==> src/verilog/tiam_params.svh <==
// offsets, field positions and reset values of the timer irq mask and alarm block
`ifndef TIAM_PARAMS_SVH
`define TIAM_PARAMS_SVH
`define TIAM_ADDR_W 12
`define TIAM_DATA_W 32
`define TIAM_OFS_FLAGS 12'h010
`define TIAM_OFS_IRQ_EN 12'h014
`define TIAM_OFS_IRQ_DIS 12'h018
`define TIAM_OFS_MASK 12'h01c
`define TIAM_OFS_ALARM 12'h020
`define TIAM_OFS_COUNT 12'h024
`define TIAM_OFS_CLEAR 12'h028
`define TIAM_NUM_EVT 4
`define TIAM_BIT_PERIOD 0
`define TIAM_BIT_WDOG 1
`define TIAM_BIT_TICK 2
`define TIAM_BIT_ALARM 3
`define TIAM_CNT_W 20
`define TIAM_MASK_RST 4'h0
`define TIAM_FLAGS_RST 4'h0
`define TIAM_ALL_EVT 4'hf
`define TIAM_NO_EVT 4'h0
`define TIAM_ALARM_RST 20'h00000
`define TIAM_COUNT_RST 20'h00000
`define TIAM_WORD_RST 32'h00000000
`define TIAM_RST_SYNC_RST 2'h0
`endif

==> src/verilog/tiam_pkg.sv <==
// shared types of the timer irq mask and alarm block
`include "tiam_params.svh"
package tiam_pkg;
  typedef logic [`TIAM_NUM_EVT-1:0] tiam_evt_t;
  typedef logic [`TIAM_CNT_W-1:0] tiam_cnt_t;
  typedef logic [`TIAM_ADDR_W-1:0] tiam_addr_t;
  typedef logic [`TIAM_DATA_W-1:0] tiam_word_t;
endpackage

==> src/verilog/tiam_evt_sync.sv <==
// two-flop synchroniser turning a slow-domain event level into one master-clock pulse
`timescale 1ns/1ps
`default_nettype none
module tiam_evt_sync (
  // clock and reset
  input wire logic clk,
  input wire logic rstSyncN,
  // slow-domain event level
  input wire logic evtIn,
  // master-clock event pulse
  output logic evtPulse
);
  logic meta;
  logic stable;
  logic prev;

  always_ff @(posedge clk or negedge rstSyncN) begin
    if (!rstSyncN) begin
      meta <= 1'b0;
      stable <= 1'b0;
      prev <= 1'b0;
      evtPulse <= 1'b0;
    end else begin
      meta <= evtIn;
      stable <= meta;
      prev <= stable;
      evtPulse <= stable & ~prev;
    end
  end

  a_evt_sync_delay: assert property (@(posedge clk) disable iff (!rstSyncN)
    ($rose(evtIn) ##1 evtIn) |-> ##2 evtPulse)
    else $error("event pulse not three cycles after input edge");
endmodule
`default_nettype wire

==> src/verilog/tiam_cnt_sync.sv <==
// brings the slow-domain real-time count across, accepting a value only once it holds still
`timescale 1ns/1ps
`default_nettype none
module tiam_cnt_sync
  import tiam_pkg::*;
(
  // clock and reset
  input wire logic clk,
  input wire logic rstSyncN,
  // slow-domain counter
  input wire tiam_cnt_t cntIn,
  // master-clock copy
  output tiam_cnt_t cntValue,
  output logic cntUpdate
);
  tiam_cnt_t meta;
  tiam_cnt_t stage2;
  tiam_cnt_t stage3;

  always_ff @(posedge clk or negedge rstSyncN) begin
    if (!rstSyncN) begin
      meta <= `TIAM_COUNT_RST;
      stage2 <= `TIAM_COUNT_RST;
      stage3 <= `TIAM_COUNT_RST;
      cntValue <= `TIAM_COUNT_RST;
      cntUpdate <= 1'b0;
    end else begin
      meta <= cntIn;
      stage2 <= meta;
      stage3 <= stage2;
      // two equal samples rule out a word caught mid-change
      if (stage2 == stage3 && stage3 != cntValue) begin
        cntValue <= stage3;
        cntUpdate <= 1'b1;
      end else begin
        cntUpdate <= 1'b0;
      end
    end
  end

  a_cnt_update_pulse: assert property (@(posedge clk) disable iff (!rstSyncN)
    cntUpdate |-> (cntValue != $past(cntValue)) ##1 !cntUpdate)
    else $error("count update pulse without a new value");
endmodule
`default_nettype wire

==> src/verilog/tiam_top.sv <==
// timer interrupt mask, real-time alarm and event flags behind an apb slave
`timescale 1ns/1ps
`default_nettype none
`include "tiam_params.svh"
module tiam_top
  import tiam_pkg::*;
(
  // clock and reset
  input wire logic clk,
  input wire logic rst_n,
  // apb slave
  input wire logic psel,
  input wire logic penable,
  input wire logic pwrite,
  input wire tiam_addr_t paddr,
  input wire tiam_word_t pwdata,
  output tiam_word_t prdata,
  output logic pready,
  output logic pslverr,
  // slow-domain timer events and real-time count
  input wire logic periodEvent,
  input wire logic watchdogEvent,
  input wire tiam_cnt_t rtCounter,
  // interrupt toward the interrupt controller
  output logic timerIrq
);
  logic [1:0] rstPipe;
  logic rstSyncN;
  tiam_evt_t maskState;
  tiam_evt_t eventFlags;
  tiam_cnt_t alarmValue;
  tiam_cnt_t cntValue;
  logic cntUpdate;
  logic periodPulse;
  logic watchdogPulse;
  logic alarmHit;
  logic setupRead;
  logic accessWrite;
  logic accessRead;
  tiam_evt_t wrBits;
  tiam_evt_t setVec;
  tiam_evt_t clrVec;
  tiam_evt_t next_maskState;
  tiam_evt_t next_eventFlags;

  function automatic logic regHit(input tiam_addr_t addr, input tiam_addr_t ofs);
    regHit = (addr == ofs);
  endfunction

  function automatic logic isMapped(input tiam_addr_t addr);
    isMapped = regHit(addr, `TIAM_OFS_FLAGS) || regHit(addr, `TIAM_OFS_IRQ_EN) ||
      regHit(addr, `TIAM_OFS_IRQ_DIS) || regHit(addr, `TIAM_OFS_MASK) ||
      regHit(addr, `TIAM_OFS_ALARM) || regHit(addr, `TIAM_OFS_COUNT) ||
      regHit(addr, `TIAM_OFS_CLEAR);
  endfunction

  function automatic tiam_word_t evtWord(input tiam_evt_t bits);
    evtWord = {{(`TIAM_DATA_W-`TIAM_NUM_EVT){1'b0}}, bits};
  endfunction

  function automatic tiam_word_t cntWord(input tiam_cnt_t val);
    cntWord = {{(`TIAM_DATA_W-`TIAM_CNT_W){1'b0}}, val};
  endfunction

  function automatic tiam_evt_t onlyBit(input int idx);
    onlyBit = `TIAM_NO_EVT;
    onlyBit[idx] = 1'b1;
  endfunction

  // reset released through two flops
  always_ff @(posedge clk or negedge rst_n) begin
    if (!rst_n) begin
      rstPipe <= `TIAM_RST_SYNC_RST;
    end else begin
      rstPipe <= {rstPipe[0], 1'b1};
    end
  end
  assign rstSyncN = rstPipe[1];

  // slow-domain crossings
  tiam_evt_sync periodSync (
    .clk(clk),
    .rstSyncN(rstSyncN),
    .evtIn(periodEvent),
    .evtPulse(periodPulse)
  );

  tiam_evt_sync watchdogSync (
    .clk(clk),
    .rstSyncN(rstSyncN),
    .evtIn(watchdogEvent),
    .evtPulse(watchdogPulse)
  );

  tiam_cnt_sync counterSync (
    .clk(clk),
    .rstSyncN(rstSyncN),
    .cntIn(rtCounter),
    .cntValue(cntValue),
    .cntUpdate(cntUpdate)
  );

  // apb decode; zero wait states
  assign pready = 1'b1;
  assign setupRead = psel & ~penable & ~pwrite;
  assign accessWrite = psel & penable & pwrite;
  assign accessRead = psel & penable & ~pwrite;
  assign pslverr = psel & penable & ~isMapped(paddr);
  assign wrBits = pwdata[`TIAM_NUM_EVT-1:0];

  // mask built from set and clear commands
  always_comb begin
    next_maskState = maskState;
    if (accessWrite && regHit(paddr, `TIAM_OFS_IRQ_EN)) begin
      next_maskState = maskState | wrBits;
    end
    if (accessWrite && regHit(paddr, `TIAM_OFS_IRQ_DIS)) begin
      next_maskState = maskState & ~wrBits;
    end
  end

  always_ff @(posedge clk or negedge rstSyncN) begin
    if (!rstSyncN) begin
      maskState <= `TIAM_MASK_RST;
    end else begin
      maskState <= next_maskState;
    end
  end

  // alarm value
  always_ff @(posedge clk or negedge rstSyncN) begin
    if (!rstSyncN) begin
      alarmValue <= `TIAM_ALARM_RST;
    end else if (accessWrite && regHit(paddr, `TIAM_OFS_ALARM)) begin
      alarmValue <= pwdata[`TIAM_CNT_W-1:0];
    end
  end

  // match only on a fresh count, so alarm zero waits a full wrap
  assign alarmHit = cntUpdate && (cntValue == alarmValue);

  always_comb begin
    setVec = `TIAM_NO_EVT;
    setVec[`TIAM_BIT_PERIOD] = periodPulse;
    setVec[`TIAM_BIT_WDOG] = watchdogPulse;
    setVec[`TIAM_BIT_TICK] = cntUpdate;
    setVec[`TIAM_BIT_ALARM] = alarmHit;
  end

  // a read clears only the bits it returned; later events survive
  always_comb begin
    clrVec = `TIAM_NO_EVT;
    if (accessRead && regHit(paddr, `TIAM_OFS_FLAGS)) begin
      clrVec = prdata[`TIAM_NUM_EVT-1:0];
    end
    if (accessWrite && regHit(paddr, `TIAM_OFS_CLEAR)) begin
      clrVec = clrVec | wrBits;
    end
    next_eventFlags = (eventFlags & ~clrVec) | setVec;
  end

  always_ff @(posedge clk or negedge rstSyncN) begin
    if (!rstSyncN) begin
      eventFlags <= `TIAM_FLAGS_RST;
    end else begin
      eventFlags <= next_eventFlags;
    end
  end

  // read data captured in the setup phase
  always_ff @(posedge clk or negedge rstSyncN) begin
    if (!rstSyncN) begin
      prdata <= `TIAM_WORD_RST;
    end else if (setupRead) begin
      if (regHit(paddr, `TIAM_OFS_FLAGS)) begin
        prdata <= evtWord(eventFlags);
      end else if (regHit(paddr, `TIAM_OFS_MASK)) begin
        prdata <= evtWord(maskState);
      end else if (regHit(paddr, `TIAM_OFS_ALARM)) begin
        prdata <= cntWord(alarmValue);
      end else if (regHit(paddr, `TIAM_OFS_COUNT)) begin
        prdata <= cntWord(cntValue);
      end else begin
        prdata <= `TIAM_WORD_RST;
      end
    end
  end

  // level interrupt
  always_ff @(posedge clk or negedge rstSyncN) begin
    if (!rstSyncN) begin
      timerIrq <= 1'b0;
    end else begin
      timerIrq <= |(next_eventFlags & next_maskState);
    end
  end

  a_enable_sets_bits: assert property (@(posedge clk) disable iff (!rstSyncN)
    (accessWrite && paddr == `TIAM_OFS_IRQ_EN) |=>
      (maskState == ($past(maskState) | $past(wrBits))))
    else $error("enable command did not set the written bits");

  a_disable_clears_bits: assert property (@(posedge clk) disable iff (!rstSyncN)
    (accessWrite && paddr == `TIAM_OFS_IRQ_DIS) |=>
      (maskState == ($past(maskState) & ~$past(wrBits))))
    else $error("disable command did not clear the written bits");

  a_mask_read_back: assert property (@(posedge clk) disable iff (!rstSyncN)
    (setupRead && paddr == `TIAM_OFS_MASK) |=> (prdata == evtWord($past(maskState))))
    else $error("mask read does not show the mask");

  a_mask_alarm_bit: assert property (@(posedge clk) disable iff (!rstSyncN)
    (accessWrite && paddr == `TIAM_OFS_IRQ_EN && wrBits == onlyBit(`TIAM_BIT_ALARM)) |=>
      (maskState[`TIAM_BIT_ALARM] && maskState[`TIAM_BIT_TICK:0] == $past(maskState[`TIAM_BIT_TICK:0])))
    else $error("alarm enable is not bit 3");

  a_tick_enable_alone: assert property (@(posedge clk) disable iff (!rstSyncN)
    (accessWrite && paddr == `TIAM_OFS_IRQ_EN && wrBits == onlyBit(`TIAM_BIT_TICK)) |=>
      (maskState[`TIAM_BIT_TICK] && $stable(maskState[`TIAM_BIT_ALARM])))
    else $error("tick enable disturbed the alarm enable");

  a_alarm_write_back: assert property (@(posedge clk) disable iff (!rstSyncN)
    (accessWrite && paddr == `TIAM_OFS_ALARM) ##1
      (setupRead && paddr == `TIAM_OFS_ALARM && !accessWrite) |=>
      (prdata == cntWord($past(alarmValue)) && alarmValue == $past(pwdata[`TIAM_CNT_W-1:0], 2)))
    else $error("alarm value not stored or read back");

  a_alarm_zero_waits: assert property (@(posedge clk) disable iff (!rstSyncN)
    (alarmValue == `TIAM_ALARM_RST && !cntUpdate) |=> !$rose(eventFlags[`TIAM_BIT_ALARM]) ||
      $past(accessWrite))
    else $error("alarm zero fired without a counter wrap");

  a_count_read: assert property (@(posedge clk) disable iff (!rstSyncN)
    (setupRead && paddr == `TIAM_OFS_COUNT) |=> (prdata == cntWord($past(cntValue))))
    else $error("count read does not show the synchronised counter");

  a_flags_stick: assert property (@(posedge clk) disable iff (!rstSyncN)
    (clrVec == `TIAM_NO_EVT) |=> ((eventFlags & $past(eventFlags)) == $past(eventFlags)))
    else $error("flag dropped without a status read");

  a_flags_read_clear: assert property (@(posedge clk) disable iff (!rstSyncN)
    (accessRead && paddr == `TIAM_OFS_FLAGS && setVec == `TIAM_NO_EVT) |=>
      ((eventFlags & $past(prdata[`TIAM_NUM_EVT-1:0])) == `TIAM_NO_EVT))
    else $error("status read did not clear the returned flags");

  a_alarm_match_flag: assert property (@(posedge clk) disable iff (!rstSyncN)
    (cntUpdate && cntValue == alarmValue) |=> eventFlags[`TIAM_BIT_ALARM])
    else $error("alarm match did not raise the alarm flag");

  a_tick_flag_set: assert property (@(posedge clk) disable iff (!rstSyncN)
    cntUpdate |=> eventFlags[`TIAM_BIT_TICK])
    else $error("counter advance did not raise the tick flag");

  a_irq_follows_flags: assert property (@(posedge clk) disable iff (!rstSyncN)
    ##1 (timerIrq == |(eventFlags & maskState)))
    else $error("interrupt does not match enabled flags");

  a_period_to_irq: assert property (@(posedge clk) disable iff (!rstSyncN)
    (periodPulse && maskState[`TIAM_BIT_PERIOD] && next_maskState[`TIAM_BIT_PERIOD]) |=> timerIrq)
    else $error("enabled period event did not raise the interrupt");

  a_unmapped_error: assert property (@(posedge clk) disable iff (!rstSyncN)
    (psel && penable && !isMapped(paddr)) |-> pslverr ##1 $stable(maskState) || $past(setVec) != 0)
    else $error("unmapped access not answered with an error");

  a_event_crossing: assert property (@(posedge clk) disable iff (!rstSyncN)
    ($rose(periodEvent) ##1 periodEvent [*3]) |=> eventFlags[`TIAM_BIT_PERIOD])
    else $error("period event not flagged after synchronisation");

  // reset values seen at the first edge out of reset
  a_mask_reset_zero: assert property (@(posedge clk) disable iff (!rstSyncN)
    $rose(rstSyncN) |-> (maskState == `TIAM_MASK_RST))
    else $error("mask not zero after reset");

  a_alarm_reset_zero: assert property (@(posedge clk) disable iff (!rstSyncN)
    $rose(rstSyncN) |-> (alarmValue == `TIAM_ALARM_RST))
    else $error("alarm value not zero after reset");

  a_count_reset_zero: assert property (@(posedge clk) disable iff (!rstSyncN)
    $rose(rstSyncN) |-> (cntValue == `TIAM_COUNT_RST))
    else $error("counter copy not zero after reset");

  a_flags_reset_zero: assert property (@(posedge clk) disable iff (!rstSyncN)
    $rose(rstSyncN) |-> (eventFlags == `TIAM_FLAGS_RST && !timerIrq))
    else $error("flags or interrupt set after reset");

  // mask and alarm change only through their own writes
  a_mask_only_cmds: assert property (@(posedge clk) disable iff (!rstSyncN)
    !(accessWrite && (paddr == `TIAM_OFS_IRQ_EN || paddr == `TIAM_OFS_IRQ_DIS)) |=> $stable(maskState))
    else $error("mask changed without a command");

  a_enable_keeps_rest: assert property (@(posedge clk) disable iff (!rstSyncN)
    (accessWrite && paddr == `TIAM_OFS_IRQ_EN) |=>
      ((maskState & ~$past(wrBits)) == ($past(maskState) & ~$past(wrBits))))
    else $error("enable command touched unwritten bits");

  a_disable_keeps_rest: assert property (@(posedge clk) disable iff (!rstSyncN)
    (accessWrite && paddr == `TIAM_OFS_IRQ_DIS) |=>
      ((maskState | $past(wrBits)) == ($past(maskState) | $past(wrBits))))
    else $error("disable command touched unwritten bits");

  a_alarm_only_write: assert property (@(posedge clk) disable iff (!rstSyncN)
    !(accessWrite && paddr == `TIAM_OFS_ALARM) |=> $stable(alarmValue))
    else $error("alarm value changed without a write");

  a_count_moves_update: assert property (@(posedge clk) disable iff (!rstSyncN)
    $changed(cntValue) |-> cntUpdate)
    else $error("counter copy changed without an update pulse");

  // tick and alarm flags raised only by their own source
  a_tick_from_update: assert property (@(posedge clk) disable iff (!rstSyncN)
    $rose(eventFlags[`TIAM_BIT_TICK]) |-> $past(cntUpdate))
    else $error("tick flag rose without a counter advance");

  a_alarm_from_match: assert property (@(posedge clk) disable iff (!rstSyncN)
    $rose(eventFlags[`TIAM_BIT_ALARM]) |-> $past(alarmHit))
    else $error("alarm flag rose without a match");

  a_set_beats_clear: assert property (@(posedge clk) disable iff (!rstSyncN)
    (setVec != `TIAM_NO_EVT) |=> ((eventFlags & $past(setVec)) == $past(setVec)))
    else $error("clear in the same cycle beat an event");

  a_irq_low_masked: assert property (@(posedge clk) disable iff (!rstSyncN)
    (next_maskState == `TIAM_NO_EVT) |=> !timerIrq)
    else $error("interrupt raised with every source masked");

  a_cmd_read_zero: assert property (@(posedge clk) disable iff (!rstSyncN)
    (setupRead && (paddr == `TIAM_OFS_IRQ_EN || paddr == `TIAM_OFS_IRQ_DIS || paddr == `TIAM_OFS_CLEAR)) |=>
      (prdata == `TIAM_WORD_RST))
    else $error("write-only register did not read zero");
endmodule
`default_nettype wire

==> config.mk <==
export PLATFORM = sky130hd
export DESIGN_NAME = tiam_top
export DESIGN_NICKNAME = d
export VERILOG_FILES = /design/src/verilog/tiam_pkg.sv /design/src/verilog/tiam_evt_sync.sv /design/src/verilog/tiam_cnt_sync.sv /design/src/verilog/tiam_top.sv
export VERILOG_INCLUDE_DIRS = /design/src /design/src/verilog
export SDC_FILE = /design/constraint.sdc
export NUM_CORES = 1
export LEC_CHECK = 0
export BUFFER_PORTS_ARGS = -buffer_cell sky130_fd_sc_hd__buf_2
export CAP_MARGIN = 10
export CORE_MARGIN = 10
export CORE_UTILIZATION = 45
export DETAILED_ROUTE_END_ITERATION = 12
export PLACE_DENSITY = 0.76
export SETUP_SLACK_MARGIN = 0.05
export SYNTH_ARGS = -nofsm -noshare
export SYNTH_HDL_FRONTEND = slang
export SYNTH_HIERARCHICAL = 1
export SYNTH_SLANG_ARGS = --single-unit
==> constraint.sdc <==
create_clock -name clk -period 9.22 [get_ports clk]
set_clock_uncertainty 0.2 [all_clocks]
set_input_delay 0 -clock clk [delete_from_list [all_inputs] [get_ports clk]]
set_output_delay 0 -clock clk [all_outputs]
set_load 0.02 [all_outputs]
==> results.yml <==
route:
  drtIter0Drc: 275
  wl_um: 11900
  drc: 0
  wl_per_cell_um: 16.2
  drt-met1-wl_um: 5370
  drt_pre_antenna_iters: 5
  met2_length_um: 5800
  detail-route-antenna-nets: 0
  vias_per_cell: 4.96
  wl_met3_um: 521
  route.vias.total: 3642
  dr.max_layer_used: "met4"
finish:
  nets: 626
  drive_gt1_frac: 0.298
  stdcell_count: 735
  area_growth_pct: 29.3
  utilization: 0.602
  diodes: 0
  design_area_mm2: 0.00735
flow_run:
  max_cap_viol_count: 0
logic_synthesis:
  synth_enable_flop_cells: 0
  netlist_area_mm2: 0.00568
  yosysMostFrequentCell: "dfrtp_1"
  ys_seq_area_frac: 0.616
  syn_inst: 411
  synth_common_cells: "140 x dfrtp_1, 39 x xor2_1, 23 x mux2_2, 23 x nand2_1, 22 x xnor2_1"
  synth-main-ff-cell: "dfrtp_1"
  synth.avg_cell_area_um2: 13.8
  synth.distinct_cells: 45
  yosysTopAreaCellShare: 0.616
  yosys.area.top_type: "dfrtp_1"
  ys_warn_count: 6
  synthTopCellsByArea: "dfrtp_1 62%, xor2_1 6.0%, mux2_4 5.3%"
  ys_seq_elements: 140
  synthArstFlopShare: 1.00
grt:
  grt_pass1_wl_um: 20300
  grt_max_degree: 80
  grt_pass1_vias: 4098
  grtUsageTotal: 0.143
  grt-ovfl-total: 0
  antenna_found_initial: 0
setup_path:
  end_kind: "register"
  rr_endpoint: "counterSync/cntValue[12]"
  worstSetupStartpointType: "input port"
  reg2reg_slack_ns: 6.55
  critPathMaxFanout: 3
  critPathKind: "input port to register"
  required_ns: 9.32
  rr_startpoint: "counterSync/cntValue[16]"
  rr_worst_depth: 5
  crit_arrival_ns: 3.60
die:
  die_area_mm2: 0.0175
  design.core.area_mm2: 0.0122
  die_w_um: 132
  initial_utilization: 0.465
  num_rows: 40
  die_h_um: 132
  io_pins: 106
timing:
  finalWorstSetupSlack_ns: 5.72
  max_freq_mhz: 286
  rsz0062_at_grt: "false"
  timing.final.hold_violations: 0
  setup_tns_ns: 0
  finalCriticalPeriod_ns: 3.50
  min_period_over_period: 0.380
  finalHoldWorstSlack_ns: 0.0159
  drv_slew: 0
  setup_violations: 0
  relSlewSlack: 0.257
  tightest_slew_ns: 1.11
hold_path:
  holdPathStages: 2
  hold-path-endpoint: "counterSync/meta[19]"
  hp-start: "rtCounter[19]"
  hp-class: "input port to register"
clock_tree:
  postCtsSetupBuffers: 0
  clock_latency_ns: 0.42
  cts_resized: 0
  cts_buffers: 17
  cts.sinks: 140
  cts_tree: "done"
  clkTransAtPathRegs_ns: 0.06
  cts_root_buf: "clkbuf_16"
  cts_htree_levels: 4
  clk_path_buf_depth: 2
placement:
  gp_congestion: 0.817
  placement.cell_area_mm2: 0.00615
  numPortBuffers: 80
  post-place-cells: 647
  place_hpwl_um: 8430
  dpl_worst_slack_ns: 6.54
run_status:
  outcome: "complete, no violations"
power_and_ir_drop:
  power_mw: 1.44
  leakagePower_nw: 3.58
  cellPowerDensity_mw_per_mm2: 197
  vdd_ir_drop_max_mv: 0.141
-- worst max path at each step --
stage                                        start  cells after the start                       end  slack [ns]
after CTS                                 paddr[8]                      9             eventFlags[0]        5.77
after detailed placement  counterSync/cntValue[16]                      5  counterSync/cntValue[12]        6.54
final                                     paddr[8]                      9             eventFlags[0]        5.72
after floorplan                         rstPipe[1]                      0             alarmValue[0]        4.83
after global routing                      paddr[8]                      9             eventFlags[0]        5.68
after global placement       counterSync/stage3[7]                      5   counterSync/cntValue[6]        6.58
-- final cells by class --
| class | count | area, um^2 |
|---|---|---|
| clock buffers | 18 | 439 |
| flip-flops and latches | 140 | 3510 |
| clock inverters | 13 | 189 |
| inverters | 2 | 7.51 |
| repair buffers | 138 | 978 |
| multi-input cells | 256 | 2020 |
| fillers | 977 | 4860 |
| well taps | 168 | 210 |
-- kinds of logic (layout without fill, tap and decap cells) --
logic type,count (synthesis),in the layout,synth area share
other,2,14,0.00132
and+or+nand+nor,79,79,0.0839
buffers and inverters,27,171,0.0361
xor gates and xnor gates,61,61,0.0940
DFF,140,140,0.616
muxes,44,44,0.100
AOI/OAI and AO/OA,58,58,0.0678
-- placed cells by master, fill, tap and decap left out, types with 8 or more instances in the layout --
master | netlist | layout
clkbuf_16 | 0 | 17
a21oi_1 | 12 | 12
a22oi_1 | 19 | 19
nor4_1 | 13 | 13
o21ai_1 | 8 | 8
xor2_1 | 39 | 39
mux2_2 | 23 | 23
nor2_1 | 10 | 10
conb_1 | 2 | 14
o21ai_0 | 8 | 8
buf_2 | 2 | 80
dlygate4sd3_1 | 0 | 57
dfrtp_1 | 140 | 139
mux2_4 | 20 | 20
xnor2_1 | 22 | 22
nand2_1 | 23 | 23
-- layer usage --
layer	track usage	vias up
met4	0.0630	0
met5	0	-
li1	-	1724
met1	0.177	1814
met2	0.225	85
met3	0.0438	19
-- critical path, stage by stage --
cell and delay (ns):
dlygate4sd3_1 0.53, buf_2 0.13, or4_4 0.43, dlygate4sd3_1 0.61, nor4_2 0.35, dlygate4sd3_1 0.68
nand2_1 0.08, a31o_2 0.25, dlygate4sd3_1 0.55
-- registers in the layout (all words and copies together) (netlist names), 2 cells and up --
name,count
alarmValue,20
rstPipe,2
counterSync/meta,20
prdata,20
counterSync/cntValue,20
counterSync/stage2,20
eventFlags,4
maskState,4
counterSync/stage3,20
-- power breakdown --
group	total, mW	switching [mW]	leakage [nW]	internal, mW
Combinational	0.0741	0.0363	1.51	0.0377
Clock	0.719	0.259	0.304	0.461
Sequential	0.651	0.0176	1.77	0.633
-- timing repair --
item                       in CTS  in global routing
hold endpoints to repair       57                  0
hold buffers                   57                  0
setup endpoints to repair       0                  0
Note: power is estimated with default switching activity, not from simulation.
